### config.mk
export PLATFORM = sky130hd
export DESIGN_NAME = sac_ctrl_regs
export DESIGN_NICKNAME = d
export VERILOG_FILES = /design/src/rtl/sac_pkg.sv /design/src/rtl/sac_sync2.sv /design/src/rtl/sac_ctrl_regs.sv
export SDC_FILE = /design/constraint.sdc
export NUM_CORES = 1
export LEC_CHECK = 0
export BUFFER_PORTS_ARGS = -buffer_cell sky130_fd_sc_hd__buf_2
export CELL_PAD_IN_SITES_DETAIL_PLACEMENT = 1
export CELL_PAD_IN_SITES_GLOBAL_PLACEMENT = 2
export CORE_MARGIN = 4
export CORE_UTILIZATION = 23
export DETAILED_ROUTE_END_ITERATION = 8
export GPL_TIMING_DRIVEN = 0
export MAX_ROUTING_LAYER = met4
export PLACE_DENSITY_LB_ADDON = 0.08
export REMOVE_ABC_BUFFERS = 1
export SLEW_MARGIN = 20
export SYNTH_ARGS = -nofsm -noshare
export SYNTH_HDL_FRONTEND = slang
export SYNTH_SLANG_ARGS = --single-unit
### constraint.sdc
create_clock -name i_clk -period 6.6 [get_ports i_clk]
set_input_delay 1.98 -clock i_clk [delete_from_list [all_inputs] [get_ports i_clk]]
set_output_delay 1.98 -clock i_clk [all_outputs]
set_load 0.03 [all_outputs]
### src/rtl/sac_pkg.sv
/*
 * Constants, field positions and carrier types for the system and
 * auxiliary control register bank.
 * Assumes a pipeline that presents one coprocessor move per request.
 */
package sac_pkg;

    // ==========================================================
    // Decode of the two control registers
    localparam logic [3:0] SAC_SYS_COPROC = 4'hf;
    localparam logic [2:0] SAC_OPC1_CTRL = 3'h0;
    localparam logic [3:0] SAC_CRN_CTRL = 4'h1;
    localparam logic [3:0] SAC_CRM_CTRL = 4'h0;
    localparam logic [2:0] SAC_OPC2_SYS = 3'h0;
    localparam logic [2:0] SAC_OPC2_AUX = 3'h1;

    // ==========================================================
    // Field positions of system_control
    localparam int SYS_MMU_BIT = 0;
    localparam int SYS_ALIGN_BIT = 1;
    localparam int SYS_DCACHE_BIT = 2;
    localparam int SYS_HIVEC_BIT = 13;
    localparam int SYS_RR_BIT = 14;

    // ==========================================================
    // Field positions of auxiliary_control
    localparam int AUX_BCAST_BIT = 0;
    localparam int AUX_L2PF_BIT = 1;
    localparam int AUX_L1PF_BIT = 2;
    localparam int AUX_ZERO_BIT = 3;
    localparam int AUX_COH_BIT = 6;
    localparam int AUX_EXCLUSIVE_BIT = 7;
    localparam int AUX_ONEWAY_BIT = 8;
    localparam int AUX_PARITY_BIT = 9;
    localparam logic [31:0] AUX_WMASK = 32'h0000_03cf;

    // ==========================================================
    // Reset values and vector bases
    localparam logic [31:0] AUX_RST = 32'h0000_0000;
    localparam logic SYS_FIELD_RST = 1'b0;
    localparam logic [31:0] LOW_VEC_BASE = 32'h0000_0000;
    localparam logic [31:0] HIGH_VEC_BASE = 32'hffff_0000;

    // ==========================================================
    // Carrier types
    typedef struct packed {
        logic write;
        logic [3:0] coproc;
        logic [2:0] opc1;
        logic [3:0] crn;
        logic [3:0] crm;
        logic [2:0] opc2;
        logic [31:0] wdata;
    } sac_cp_req_type;

    typedef struct packed {
        logic privileged;
        logic nonsecure;
    } sac_cpu_state_type;

    typedef struct packed {
        logic high_vec;
        logic dcache_en;
        logic align_chk;
        logic mmu_en;
    } sac_sys_bank_type;

    // Strap capture after reset release, Gray along the path
    typedef enum logic [1:0] {
        STRAP_SYNC1 = 2'b00,
        STRAP_SYNC2 = 2'b01,
        STRAP_TAKE = 2'b11,
        STRAP_DONE = 2'b10
    } sac_strap_type;

endpackage : sac_pkg

### src/rtl/sac_sync2.sv
/*
 * Two-flop synchroniser for a vector of independent levels.
 * Assumes each bit is a slow level, not a multi-bit word.
 */
`timescale 1ns/1ps
`default_nettype none
module sac_sync2 #(
    parameter int W = 1
) (
    // Clock and reset
    input wire logic i_clk,
    input wire logic i_rst_b,
    // Levels
    input wire logic [W-1:0] i_async,
    output logic [W-1:0] o_sync
);
    logic [W-1:0] meta_ff;
    logic [W-1:0] sync_ff;

    // First stage is read only by the second
    always_ff @(posedge i_clk or negedge i_rst_b) begin
        if (!i_rst_b) begin
            meta_ff <= '0;
            sync_ff <= '0;
        end else begin
            meta_ff <= i_async;
            sync_ff <= meta_ff;
        end
    end

    assign o_sync = sync_ff;
endmodule : sac_sync2
`default_nettype wire

### src/rtl/sac_ctrl_regs.sv
/*
 * System and auxiliary control registers reached by coprocessor
 * moves, with banked security copies and the derived control lines.
 * Assumes the pipeline holds mode and security state stable with each
 * request and waits for o_cp_done before the next one.
 */
`timescale 1ns/1ps
`default_nettype none

module sac_ctrl_regs
    import sac_pkg::*;
#(
    parameter int NUM_CORES = 1,
    parameter bit PARITY_IMPL = 1'b1
) (
    // Clock and reset
    input wire logic i_clk,
    input wire logic i_rst_b,
    // Coprocessor move request from the pipeline
    input wire logic i_cp_valid,
    input wire sac_pkg::sac_cp_req_type i_cp_req,
    input wire sac_pkg::sac_cpu_state_type i_cpu,
    input wire logic i_nonsecure_coherency_permit,
    // Pins
    input wire logic i_secure_coproc_write_block,
    input wire logic i_high_vector_reset_input,
    // Answer
    output logic o_cp_done,
    output logic o_cp_claim,
    output logic o_cp_undef,
    output logic [31:0] o_cp_rdata,
    // Control seen by the core
    output sac_pkg::sac_sys_bank_type o_sys_view,
    output logic o_rr_replace,
    output logic [31:0] o_vector_base,
    output logic [31:0] o_aux_ctrl,
    output logic o_inner_shared_cacheable,
    output logic o_bcast_send_en,
    output logic o_bcast_recv_en,
    output logic o_coherent_req_en
);
    import sac_pkg::*;

    // ==========================================================
    // Pin synchronisers
    logic block_sync;
    logic hivec_sync;
    logic [1:0] pins_sync;

    sac_sync2 #(
        .W(2)
    ) u_sync (
        .i_clk(i_clk),
        .i_rst_b(i_rst_b),
        .i_async({i_secure_coproc_write_block,
                  i_high_vector_reset_input}),
        .o_sync(pins_sync)
    );

    assign block_sync = pins_sync[1];
    assign hivec_sync = pins_sync[0];

    // ==========================================================
    // Strap capture of the secure vectors bit
    // Caught by clock after release, never by the async reset
    sac_strap_type strap_ff;
    sac_strap_type nxt_strap;

    always_comb begin
        case (strap_ff)
            STRAP_SYNC1: nxt_strap = STRAP_SYNC2;
            STRAP_SYNC2: nxt_strap = STRAP_TAKE;
            STRAP_TAKE: nxt_strap = STRAP_DONE;
            STRAP_DONE: nxt_strap = STRAP_DONE;
            default: nxt_strap = STRAP_SYNC1;
        endcase
    end

    always_ff @(posedge i_clk or negedge i_rst_b) begin
        if (!i_rst_b) begin
            strap_ff <= STRAP_SYNC1;
        end else begin
            strap_ff <= nxt_strap;
        end
    end

    // ==========================================================
    // Decode
    logic is_ctrl;
    logic hit_sys;
    logic hit_aux;
    logic hit;
    logic undef_user;
    logic undef_block;
    logic undef;
    logic wr_ok;
    logic rd_ok;
    logic ns;

    assign ns = i_cpu.nonsecure;
    assign is_ctrl = i_cp_valid
        && (i_cp_req.coproc == SAC_SYS_COPROC)
        && (i_cp_req.opc1 == SAC_OPC1_CTRL)
        && (i_cp_req.crn == SAC_CRN_CTRL)
        && (i_cp_req.crm == SAC_CRM_CTRL);
    assign hit_sys = is_ctrl && (i_cp_req.opc2 == SAC_OPC2_SYS);
    assign hit_aux = is_ctrl && (i_cp_req.opc2 == SAC_OPC2_AUX);
    assign hit = hit_sys || hit_aux;
    // Both registers refuse User mode
    assign undef_user = hit && !i_cpu.privileged;
    assign undef_block = hit && i_cp_req.write && i_cpu.privileged
        && !ns && block_sync;
    assign undef = undef_user || undef_block;
    assign wr_ok = hit && i_cp_req.write && !undef;
    assign rd_ok = hit && !i_cp_req.write && !undef;

    // ==========================================================
    // System control: banked copies and secure-only field
    sac_sys_bank_type sys_s_ff;
    sac_sys_bank_type sys_ns_ff;
    sac_sys_bank_type wr_bank;
    sac_sys_bank_type cur_bank;
    logic rr_ff;

    // Only the implemented fields are taken; the rest are read-only
    assign wr_bank.high_vec = i_cp_req.wdata[SYS_HIVEC_BIT];
    assign wr_bank.dcache_en = i_cp_req.wdata[SYS_DCACHE_BIT];
    assign wr_bank.align_chk = i_cp_req.wdata[SYS_ALIGN_BIT];
    assign wr_bank.mmu_en = i_cp_req.wdata[SYS_MMU_BIT];
    assign cur_bank = ns ? sys_ns_ff : sys_s_ff;

    always_ff @(posedge i_clk or negedge i_rst_b) begin
        if (!i_rst_b) begin
            sys_s_ff <= '{default: SYS_FIELD_RST};
        end else if (strap_ff == STRAP_TAKE) begin
            sys_s_ff.high_vec <= hivec_sync;
        end else if (wr_ok && hit_sys && !ns) begin
            sys_s_ff <= wr_bank;
        end
    end

    always_ff @(posedge i_clk or negedge i_rst_b) begin
        if (!i_rst_b) begin
            sys_ns_ff <= '{default: SYS_FIELD_RST};
        end else if (wr_ok && hit_sys && ns) begin
            sys_ns_ff <= wr_bank;
        end
    end

    always_ff @(posedge i_clk or negedge i_rst_b) begin
        if (!i_rst_b) begin
            rr_ff <= SYS_FIELD_RST;
        end else if (wr_ok && hit_sys && !ns) begin
            rr_ff <= i_cp_req.wdata[SYS_RR_BIT];
        end
    end

    // ==========================================================
    // Auxiliary control: one shared copy
    logic [31:0] aux_ff;
    logic [31:0] aux_wmask;

    // Absent features read zero and ignore writes
    always_comb begin
        aux_wmask = AUX_WMASK;
        if (!PARITY_IMPL) begin
            aux_wmask[AUX_PARITY_BIT] = 1'b0;
        end
        if (NUM_CORES == 1) begin
            aux_wmask[AUX_BCAST_BIT] = 1'b0;
        end
    end

    always_ff @(posedge i_clk or negedge i_rst_b) begin
        if (!i_rst_b) begin
            aux_ff <= AUX_RST;
        end else if (wr_ok && hit_aux) begin
            if (!ns) begin
                aux_ff <= i_cp_req.wdata & aux_wmask;
            end else if (i_nonsecure_coherency_permit) begin
                aux_ff[AUX_COH_BIT] <= i_cp_req.wdata[AUX_COH_BIT];
            end
        end
    end

    // ==========================================================
    // Read data
    logic [31:0] rd_sys;

    always_comb begin
        rd_sys = '0;
        rd_sys[SYS_MMU_BIT] = cur_bank.mmu_en;
        rd_sys[SYS_ALIGN_BIT] = cur_bank.align_chk;
        rd_sys[SYS_DCACHE_BIT] = cur_bank.dcache_en;
        rd_sys[SYS_HIVEC_BIT] = cur_bank.high_vec;
        rd_sys[SYS_RR_BIT] = rr_ff;
    end

    // ==========================================================
    // Answer, one cycle after the request
    logic done_ff;
    logic claim_ff;
    logic undef_ff;
    logic [31:0] rdata_ff;

    always_ff @(posedge i_clk or negedge i_rst_b) begin
        if (!i_rst_b) begin
            done_ff <= 1'b0;
            claim_ff <= 1'b0;
            undef_ff <= 1'b0;
        end else begin
            done_ff <= i_cp_valid;
            claim_ff <= hit;
            undef_ff <= undef;
        end
    end

    always_ff @(posedge i_clk or negedge i_rst_b) begin
        if (!i_rst_b) begin
            rdata_ff <= '0;
        end else if (rd_ok) begin
            rdata_ff <= hit_sys ? rd_sys : aux_ff;
        end else if (i_cp_valid) begin
            rdata_ff <= '0;
        end
    end

    assign o_cp_done = done_ff;
    assign o_cp_claim = claim_ff;
    assign o_cp_undef = undef_ff;
    assign o_cp_rdata = rdata_ff;

    // ==========================================================
    // Control lines to the core
    logic multi;
    logic coh;
    // Mux of registers: follows the security state with no lag
    assign multi = (NUM_CORES > 1);
    assign coh = aux_ff[AUX_COH_BIT];
    assign o_sys_view = cur_bank;
    assign o_rr_replace = rr_ff;
    assign o_vector_base = cur_bank.high_vec ? HIGH_VEC_BASE
                                             : LOW_VEC_BASE;
    assign o_aux_ctrl = aux_ff;
    assign o_inner_shared_cacheable = coh;
    assign o_bcast_send_en = multi && coh && aux_ff[AUX_BCAST_BIT];
    assign o_bcast_recv_en = multi && coh && aux_ff[AUX_BCAST_BIT];
    assign o_coherent_req_en = multi && coh;
endmodule : sac_ctrl_regs
`default_nettype wire

; ---- Word level (Yosys, flattened, before mapping)
; Index checks and enable logic that the tools add are counted.
[totals]
wordCells = 71
out_inout_bits = 108
ff_bits = 57
input_bits = 59
[classes]
n_eq_ne = 7
reduce_logical = 34
n_mux = 10
bitwise = 2
[ops]
columns = op, n
row1 = 32-bit 2-to-1 mux, 3
row2 = 1-bit logical AND, 18
row3 = 15-bit 2-to-1 mux, 1
row4 = 4-bit 2-to-1 mux, 2
row5 = 3-bit logical NOT, 2
row6 = 2-bit case mux with 3 select lines, 1
row7 = 2-bit AND reduction, 3
row8 = "2-bit equality test, second input constant", 2
row9 = "4-bit by 1-bit equality test with 1-bit output, second input constant", 1
row10 = "4-bit equality test, second input constant", 1
row11 = 1-bit logical NOT, 4
row12 = 4-bit logical NOT, 1
row13 = 2-bit nonzero test, 2
row14 = "3-bit by 1-bit equality test with 1-bit output, second input constant", 1
row15 = 1-bit 2-to-1 mux, 3
row16 = "2-bit by 1-bit equality test with 1-bit output, second input constant", 1
row17 = 2-bit logical NOT, 1
row18 = 1-bit logical OR, 2
row19 = "2-bit by 1-bit != test with 1-bit output, second input constant", 1
row20 = 1-bit inverter, 2
row21 = 2-bit OR reduction, 1

; ---- Depth between registers and ports, before layout
; Gate-level depths: netlist (run 1).
[logic_depth]
word_depth = 18
ltp_mapped = 5
depth_no_buf = 4

; ---- By module
; Synthesis (run 1) repeated with hierarchy kept, for this count alone.
[unflattened]
hier_cells = 191
hier_area_um2 = 2114.5
[modules_own_cells]
columns = mod, n_inst, cells_each, seq_area_each_um2, area_each_um2
row1 = sac_ctrl_regs, 1, 187, 775.7, 2014.4
row2 = sac_sync2, 1, 4, 100.1, 100.1

; ---- Worst setup path before layout (run 1)
; Ideal clock, no wire load.
[synth_path]
kind = input-to-output
startpoint = in i_cpu[0] in the netlist's numbering
endpoint = out o_vector_base[16]
t_required_ns = 4.620
n_path_buf = 2
path_slack_ns = 0.518
arrival_time_ns = 4.102
stages = 3
cell_sequence = buf_2 -> o21ai_0 -> buf_4
[synth_rtl]
columns = item, line_no
row1 = "start, declared", sac_ctrl_regs.sv:22  ; input wire sac_pkg::sac_cpu_state_type i_cpu,
row2 = "end, declared", sac_ctrl_regs.sv:35  ; output logic [31:0] o_vector_base,

; ---- Final worst setup path (run 1)
[layout_path]
startpoint = in i_cpu[0] in the netlist's numbering
endpoint = out o_vector_base[27]
[layout_via]
elab_chain_cells = 2
[layout_lines]
columns = item, line_no
row1 = 4-bit 2-to-1 mux, sac_ctrl_regs.sv:130  ; assign cur_bank = ns ? sys_ns_ff : sys_s_ff;
row2 = 32-bit 2-to-1 mux, sac_ctrl_regs.sv:242  ; assign o_vector_base = cur_bank.high_vec ? HIGH_VEC_BASE
; No other way between the ends.

==> flow_summary.toml, run 1 <==
[run_status]
run_status = "completed"

[floorplan]
chipHeight_um = 105
die_x_um = 105
num_rows = 35
start_util = 0.236
core_um2 = 9240
ioPinCount = 167
die-area_um2 = 11100

[cts]
clock_latency_ps = 280
cts_setup_buffers = 0
cts.reportedPaths.clkPinSlew_ps = 70
cts_buffers = 5
cts_root_buffer = "clkbuf_8"
cts-resized-gates = 0
cts_max_path_buffers = 2
hold_buffers = 0
tritoncts = "done"
htree_levels = 2
cts_sinks = 35

[routing]
wire_per_inst_um = 13.4
num_vias = 1389
drt_wl_total_mm = 5.30
avgViaCountPerCell = 3.52
antenna_left = 0
drc = 0
dr.pass1.iters = 6
drt_iter0_drc = 22

[synthesis]
synthCells = 205
yosysTopAreaCell = "dfrtp_1"
synth_cell_types = 38
synth_top_cell_area_share = 0.401
async_reset_ff_frac = 1.00
yosysWarnings = 0
synth_seq_area_share = 0.401
synth_most_common_cell = "buf_4"
yosys-top-cells-area = "dfrtp_1 (40%), buf_4 (29%), mux2_2 (8.8%)"
syn_avg_cell_area_um2 = 10.6
ys_ff_latch = 35
synth-edff-count = 0
syn_area_um2 = 2180
yosys-top-cells-count = "buf_4 (84), dfrtp_1 (35), mux2_2 (17), inv_1 (13), o22ai_1 (9)"
synth_flop_cell = "dfrtp_1"

[grt]
antenna_found_initial = 0
grt_max_degree = 36
track_usage = 0.0952
grt_overflow = 0
grt_first_pass_wirelength_mm = 8.10
grt_pass1_vias = 1492

[cells_and_area]
finalNonFillerCells = 395
area_growth_pct = 9.81
fill_cells = 1095
layout-drive-gt1-share = 0.425
n_antenna_cell = 0
fin_nets = 326
regArea_um2 = 876
multi_input_area_um2 = 847
fin_area_um2 = 2400

[sta]
tightest_slew_ps = 842
fmax_mhz = 193
fin_hold_ws_ps = 349
slew_headroom = 0.435
slew_violations = 0
setup_viol = 0
finalHoldViolCount = 0
finClkSkew_ps = 3.57
min_period_ps = 5190
grt_setup_unrepaired = "no"
fin_crit_sh = 0.786

[pwr]
seqPwrFrac = 0.473
finalPower_uw = 459
swShare = 0.343
p_per_area_nw_per_um2 = 191
max-vdd-ir-drop_mv = 0.0539
p_leak_nw = 1.33
clkPwrFrac = 0.319
power_frac_comb = 0.208
intPower_uw = 302
p_sw_uw = 157

[worst_setup_path]
cp.arrival_ps = 3210
start_kind = "input port"
reg2reg_from = "u_sync.o_sync[1]"
crit_top_cell = "buf_2"
path_delay_family = "compound AO/OA/AOI/OAI gates"
cp-startpoint = "i_cpu[0]"
max_stage_delay_ps = 700
crit_chain = "buf_2 -> o21ai_1 -> buf_2"
critPathBufInv = 2
critPathKind = "in2out"
crit_path_top_delay_cell = "o21ai_1"
required_ps = 4620
end_kind = "primary output"
crit_fanout = 18

[placement]
port_buffers = 78
dpl_cell_area_um2 = 2320
place_inst = 389
dp_hpwl_mm = 4.13
gp_congestion = 0.661

[run]
cap_violations = 0

[hold_path]
hold_path_class = "reg2reg"
hp-start = "u_sync.meta_ff[1]"
path summary, 6_finish.rpt:
kind,cells after the start,slack [ps],endpoint
min reg2reg,0,350,u_sync.o_sync[1]
max,3,1410,o_vector_base[27]
min in group asynchronous,1,1790,u_sync.meta_ff[0]
max reg2reg,4,5030,o_aux_ctrl[8]
min,0,350,u_sync.o_sync[1]
max in group asynchronous,1,4290,o_cp_rdata[9]
worst register-to-register path: stages, from the launching register on:
cell     delay, ps
dfrtp_1        420
nor2_1         140
nand2_1        100
nor3_4         390
mux2_2         400
flip-flops by register name, indices dropped and copies added (netlist names), 2 cells and up:
signal	flops
strap_ff	2
u_sync.o_sync	2
sys_ns_ff	4
o_aux_ctrl	7
o_cp_rdata	10
sys_s_ff	4
u_sync.meta_ff	2
through the flow:
step	worst slack (ps)	TNS [ps]	utilization
after floorplan	-7860	-140100	-
after global placement	1060	0	0.251
final	1410	0	0.259
after CTS	1390	0	0.259
after global routing	1220	0	0.259
after detailed placement	1380	0	0.251
cell type report:
cell class	count	share of cell area
sequential	35	0.366
multi-input combinational	134	0.354
timing repair buffer	78	0.163
tap	129	0.0674
clock buffer	6	0.0303
inverter	13	0.0204
logic make-up (layout without fill, tap and decap cells):
family,Yosys count,after routing,synth area share
other,1,66,0.00172
muxes,20,20,0.104
and+or+nand+nor,33,33,0.123
buffers and inverters,101,97,0.322
AOI/OAI and AO/OA,15,15,0.0482
DFF,35,35,0.401
cells in the final DEF (no fill, tap or decap), types with 2 or more instances in the layout:
| cell | Yosys | routed |
|---|---|---|
| conb_1 | 1 | 66 |
| mux2i_1 | 2 | 2 |
| inv_1 | 13 | 13 |
| dfrtp_1 | 35 | 35 |
| nand2_1 | 8 | 8 |
| nor4_2 | 2 | 2 |
| nor2_1 | 2 | 2 |
| nand4_1 | 2 | 2 |
| buf_2 | 1 | 78 |
| nand3_1 | 2 | 2 |
| mux2_2 | 17 | 17 |
| nand2b_1 | 2 | 2 |
| clkbuf_8 | 0 | 5 |
| o22ai_1 | 9 | 9 |
power by group through the flow:
stage | logic [mW] | registers [mW] | clock network (mW)
floorplan | 0.0665 | 0.222 | 0
global placement | 0.0951 | 0.221 | 0
detailed placement | 0.0948 | 0.221 | 0
CTS | 0.0948 | 0.217 | 0.157
global route | 0.102 | 0.217 | 0.165
finish | 0.0952 | 0.217 | 0.147
layer usage:
metal / up-vias / GRT usage / part of all wire
li1: 650 / - / -
met1: 673 / 0.126 / 0.45
met2: 63 / 0.145 / 0.47
met3: 3 / 0.0263 / 0.073
met4: 0 / 0.0225 / 0.0058
met5: - / - / 0
No activity file was read; power rests on OpenSTA's default activity.
==> inputs of run 2 (changes only) <==
- ABC_AREA: default -> 1
- CORE_UTILIZATION: 23 -> 21
- clock period: 6.6 -> 5.3 ns (I/O delays scaled with it)
==> run 2 against run 1 <==
Compared with the run above: die area up 11%; clock skew down 0.74 ps; first-iteration DRC count up 50%; design area up 2.9%; via count up 15%; power up 25%; register-to-register slack worse by 1100 ps; combinational power up 26%; largest cell class is now multi-input gates; highest routed layer unchanged.
==> flow_summary.toml, run 2 <==
[synthesis]
synth_top_cell_area_share = 0.391
syn_area_um2 = 2240
synthCells = 260
synth_most_common_cell = "buf_4"
yosysWarnings = 0
synth-edff-count = 0
yosys-top-cells-area = "dfrtp_1 (39%), buf_4 (28%), nand2_1 (9.7%)"
synth_top_family_by_area = "buffers and inverters"
synth_flop_cell = "dfrtp_1"
ys_ff_latch = 35
synth_compound_area_frac = 0.0190
yosysTopAreaCell = "dfrtp_1"
synth_seq_area_share = 0.391
yosys.area_share.adder = 0
async_reset_ff_frac = 1.00
syn_avg_cell_area_um2 = 8.61
yosys-mux-area-fraction = 0.00894
yosys.area_share.simple = 0.258
synthXorXnorAreaFrac = 0
yosys-top-cells-count = "buf_4 (84), nand2_1 (58), dfrtp_1 (35), nand3_1 (23), inv_1 (16)"
synth_cell_types = 28

[floorplan]
start_util = 0.216
die-area_um2 = 12400
num_rows = 37
core_um2 = 10400
die_x_um = 111
ioPinCount = 167
chipHeight_um = 111

[grt]
grt_busiest_layer = "met2"
antenna_found_initial = 0
met1_usage = 0.102
grt_pass1_vias = 1596
grt_overflow = 0
track_usage = 0.0903
grt_use_met2 = 0.156
grt_use_met3 = 0.0229
grt_first_pass_wirelength_mm = 8.58
grt_max_degree = 36

[cts]
cts_sinks = 35
cts_buffers = 5
cts_setup_buffers = 0
cts_max_path_buffers = 2
tritoncts = "done"
hold_buffers = 0
cts_root_buffer = "clkbuf_8"
cts.reportedPaths.clkPinSlew_ps = 70
htree_levels = 2
cts-resized-gates = 0
clock_latency_ps = 280

[pwr]
max-vdd-ir-drop_mv = 0.0849
intPower_uw = 375
p_sw_uw = 198
finalPower_uw = 572
p_per_area_nw_per_um2 = 232
power_frac_comb = 0.210
swShare = 0.345
p_leak_nw = 1.50
clkPwrFrac = 0.318
seqPwrFrac = 0.472

[worst_setup_path]
worst-r2r-setup-slack_ps = 3980
start_kind = "input port"
reg2reg_from = "sys_s_ff[3]"
cp.arrival_ps = 2820
rr_endpoint = "o_cp_rdata[13]"
end_kind = "primary output"
crit_fanout = 18
critPathKind = "in2out"
rr_worst_depth = 4
required_ps = 3710

[cells_and_area]
area_growth_pct = 10.1
largest_reg_flops = 10
n_antenna_cell = 0
final_common_cell = "buf_2"
fin_nets = 382
final_cell_mix = "buf_2 (78), conb_1 (66), nand2_1 (58)"
layout-drive-gt1-share = 0.320
post-route-util = 0.238

[routing]
avgViaCountPerCell = 3.49
antenna_left = 0
wire_per_inst_um = 11.9
num_vias = 1600
drt_iter0_drc = 33
drt_wl_total_mm = 5.43
drc = 0
dr.pass1.iters = 4

[sta]
fmax_mhz = 227
tightest_slew_ps = 842
fin_hold_ws_ps = 352
grt_setup_unrepaired = "no"
setup_viol = 0
finClkSkew_ps = 2.83
min_period_ps = 4410
slew_headroom = 0.435
fin_crit_sh = 0.832
finalHoldViolCount = 0
slew_violations = 0

[run]
cap_violations = 0

[hold_path]
min_to = "u_sync.o_sync[1]"
hold_path_depth = 0
hp-start = "u_sync.meta_ff[1]"
hold_path_class = "reg2reg"

[placement]
dp_hpwl_mm = 4.32
gp_congestion = 0.650
port_buffers = 78

[run_status]
run_status = "completed"
-- run 2: critical path, cell delays in order --
cell and delay [ps]:
buf_2 190, o21ai_1 700, buf_2 340
-- run 2: cell type report --
class | instances | area (µm²)
repair buffers | 78 | 390
well taps | 136 | 170
multi-input cells | 185 | 887
fillers | 1305 | 7900
flip-flops and latches | 35 | 876
clock buffers | 6 | 72.6
inverters | 18 | 70.1
-- run 2: routing by layer --
metal,share of wire,vias to the layer above
li1,-,787
met1,0.40,734
met2,0.52,74
met3,0.073,5
met4,0.013,0
met5,0,-
-- run 2: how the worst max path moves through the flow --
stage / startpoint / endpoint / slack [ps] / cells after the start
2_1_floorplan: i_cpu[0] / o_sys_view[3] / -8380 / 1
3_3_place_gp: i_cpu[0] / o_vector_base[30] / 510 / 3
3_5_place_dp: i_cpu[0] / o_vector_base[30] / 850 / 3
4_1_cts: i_cpu[0] / o_vector_base[30] / 840 / 3
5_1_grt: i_cpu[0] / o_vector_base[30] / 660 / 3
6_report: i_cpu[0] / o_vector_base[23] / 890 / 3
-- run 2: cells by family (layout without fill, tap and decap cells) --
logic type,count (synthesis),after routing
AO/OA/AOI/OAI,8,8
buffers and inverters,105,102
flip-flops,35,35
multiplexers,2,2
other,1,66
AND/OR/NAND/NOR,109,109
-- run 2: power by group through the flow --
stage / clock [mW] / sequential (mW) / combinational (mW)
floorplan: 0 / 0.276 / 0.0868
global placement: 0 / 0.275 / 0.121
detailed placement: 0 / 0.275 / 0.121
CTS: 0.195 / 0.270 / 0.121
global route: 0.204 / 0.270 / 0.130
finish: 0.182 / 0.270 / 0.120
-- run 2: per-stage QoR --
| stage | setup TNS [ps] | instance area [µm²] | setup WS, ps | cells |
|---|---|---|---|---|
| after CTS | 0 | 2470 | 845 | 458 |
| after detailed placement | 0 | 2390 | 846 | 452 |
| after global placement | 0 | 2390 | 515 | 452 |
| after floorplan | -149870 | 1830 | -8380 | 238 |
| final | 0 | 2470 | 892 | 458 |
| after global routing | 0 | 2470 | 658 | 458 |
==> inputs of run 3 (changes only) <==
- ABC_AREA: 1 -> 0
- CORE_UTILIZATION: 21 -> 19
- clock period: 5.3 -> 3.6 ns (I/O delays scaled with it)
==> run 3 against run 2 <==
Compared with the run above: sequential power increased by 47%; clock power rose to 2.5 times the previous value; combinational power up 45%; wire length up 1.6%; critical path depth is the same; core utilization fell by 1.1 points; worst hold slack worse by 5.0 ps.
==> flow_summary.toml, run 3 (synthesized netlist as in run 1, its figures left out) <==
[run_status]
run_status = "completed"

[placement]
port_buffers = 78
gp_congestion = 0.666
dp_hpwl_mm = 4.37
dpl_cell_area_um2 = 2340

[cts]
clock_latency_ps = 280
cts_root_buffer = "clkbuf_16"
htree_levels = 2
tritoncts = "done"
cts_sinks = 35
cts.reportedPaths.clkPinSlew_ps = 60
cts_buffers = 5
cts_max_path_buffers = 2
cts-resized-gates = 0
cts_setup_buffers = 0
hold_buffers = 0

[sta]
setup_viol = 0
grt_setup_unrepaired = "no"
slew_violations = 0
finClkSkew_ps = 7.17
min_period_ps = 3380
tightest_slew_ps = 846
fmax_mhz = 296
tns_ps = 0
fin_crit_sh = 0.939
finalHoldViolCount = 0
slew_headroom = 0.432

[grt]
grt_overflow = 0
grt_max_degree = 36
antenna_found_initial = 0
track_usage = 0.0840
grt_pass1_vias = 1466
grt_first_pass_wirelength_mm = 8.16

[routing]
dr.pass1.iters = 2
drt_iter0_drc = 29
num_vias = 1418
antenna_left = 0
drt_wl_total_mm = 5.52
wire_per_inst_um = 13.5
drc = 0
avgViaCountPerCell = 3.48

[worst_setup_path]
cp-startpoint = "i_cpu[0]"
required_ps = 2520
max_stage_delay_ps = 700
path_delay_family = "compound AO/OA/AOI/OAI gates"
crit_path_top_delay_cell = "o21ai_1"
reg2reg_from = "u_sync.o_sync[1]"
cp.arrival_ps = 2300
end_kind = "primary output"
crit_fanout = 18
crit_chain = "buf_2 -> o21ai_1 -> buf_2"
critPathBufInv = 2
start_kind = "input port"
critPathKind = "in2out"
crit_top_cell = "buf_2"

[cells_and_area]
fill_cells = 1312
layout-drive-gt1-share = 0.433
final_cell_mix = "buf_2 (78), conb_1 (66), dfrtp_1 (35)"
n_antenna_cell = 0
fin_nets = 326
largest_reg_flops = 10
area_growth_pct = 14.4
fin_area_um2 = 2500
post-route-util = 0.226
regArea_um2 = 876
final_common_cell = "buf_2"
multi_input_area_um2 = 847

[pwr]
max-vdd-ir-drop_mv = 0.159
p_per_area_nw_per_um2 = 414
p_leak_nw = 1.37

[run]
cap_violations = 0

[floorplan]
ioPinCount = 167
chipHeight_um = 115
die-area_um2 = 13300
die_x_um = 115
core_um2 = 11000
start_util = 0.198
num_rows = 38

[hold_path]
hold_path_class = "reg2reg"
hp-start = "u_sync.meta_ff[0]"
## run 3: layout make-up
cell class / count / share of cell area
multi-input cells: 134 / 0.339
well taps: 140 / 0.0701
inverters: 13 / 0.0195
flip-flops and latches: 35 / 0.351
repair buffers: 78 / 0.156
clock inverters: 1 / 0.00301
clock buffers: 7 / 0.0611
## run 3: worst paths after layout
check | cells past startpoint | slack (ps) | to
worst max-delay path | 3 | 220 | o_vector_base[26]
worst min-delay path | 0 | 350 | u_sync.o_sync[0]
worst max register to register | 4 | 2060 | o_aux_ctrl[7]
worst min register to register | 0 | 350 | u_sync.o_sync[0]
max in group asynchronous | 1 | 2160 | o_cp_claim
min in group asynchronous | 1 | 900 | o_aux_ctrl[1]
## run 3: metal layers
metal | part of all wire | routed length (µm) | vias to the layer above | GRT usage
met3 | 0.070 | 386 | 2 | 0.0195
li1 | - | - | 655 | -
met1 | 0.40 | 2190 | 692 | 0.0991
met2 | 0.53 | 2920 | 69 | 0.143
met4 | 0.0054 | 30 | 0 | 0.0235
met5 | 0 | 0 | - | -
## run 3: stage by stage
| stage | power (mW) | worst slack [ps] | cells | hold slack [ps] |
|---|---|---|---|---|
| 2_1_floorplan | 0.528 | -9060 | 182 | 331 |
| 6_report | 1.03 | 221 | 408 | 347 |
| 3_5_place_dp | 0.580 | 155 | 400 | 336 |
| 4_1_cts | 1.06 | 152 | 408 | 349 |
| 5_1_grt | 1.09 | 14.6 | 408 | 360 |
| 3_3_place_gp | 0.580 | -187 | 400 | 334 |
## run 3: power by group
part | switching [mW] | internal, mW | total [mW]
combinational | 0.147 | 0.0275 | 0.174
clock | 0.168 | 0.294 | 0.462
sequential | 0.00138 | 0.397 | 0.398
total | 0.316 | 0.719 | 1.03
## run 3: worst reg2reg max path, stage by stage (launching register included)
cell     delay, ps
dfrtp_1        420
nor2_1         140
nand2_1        110
nor3_4         360
mux2_2         390
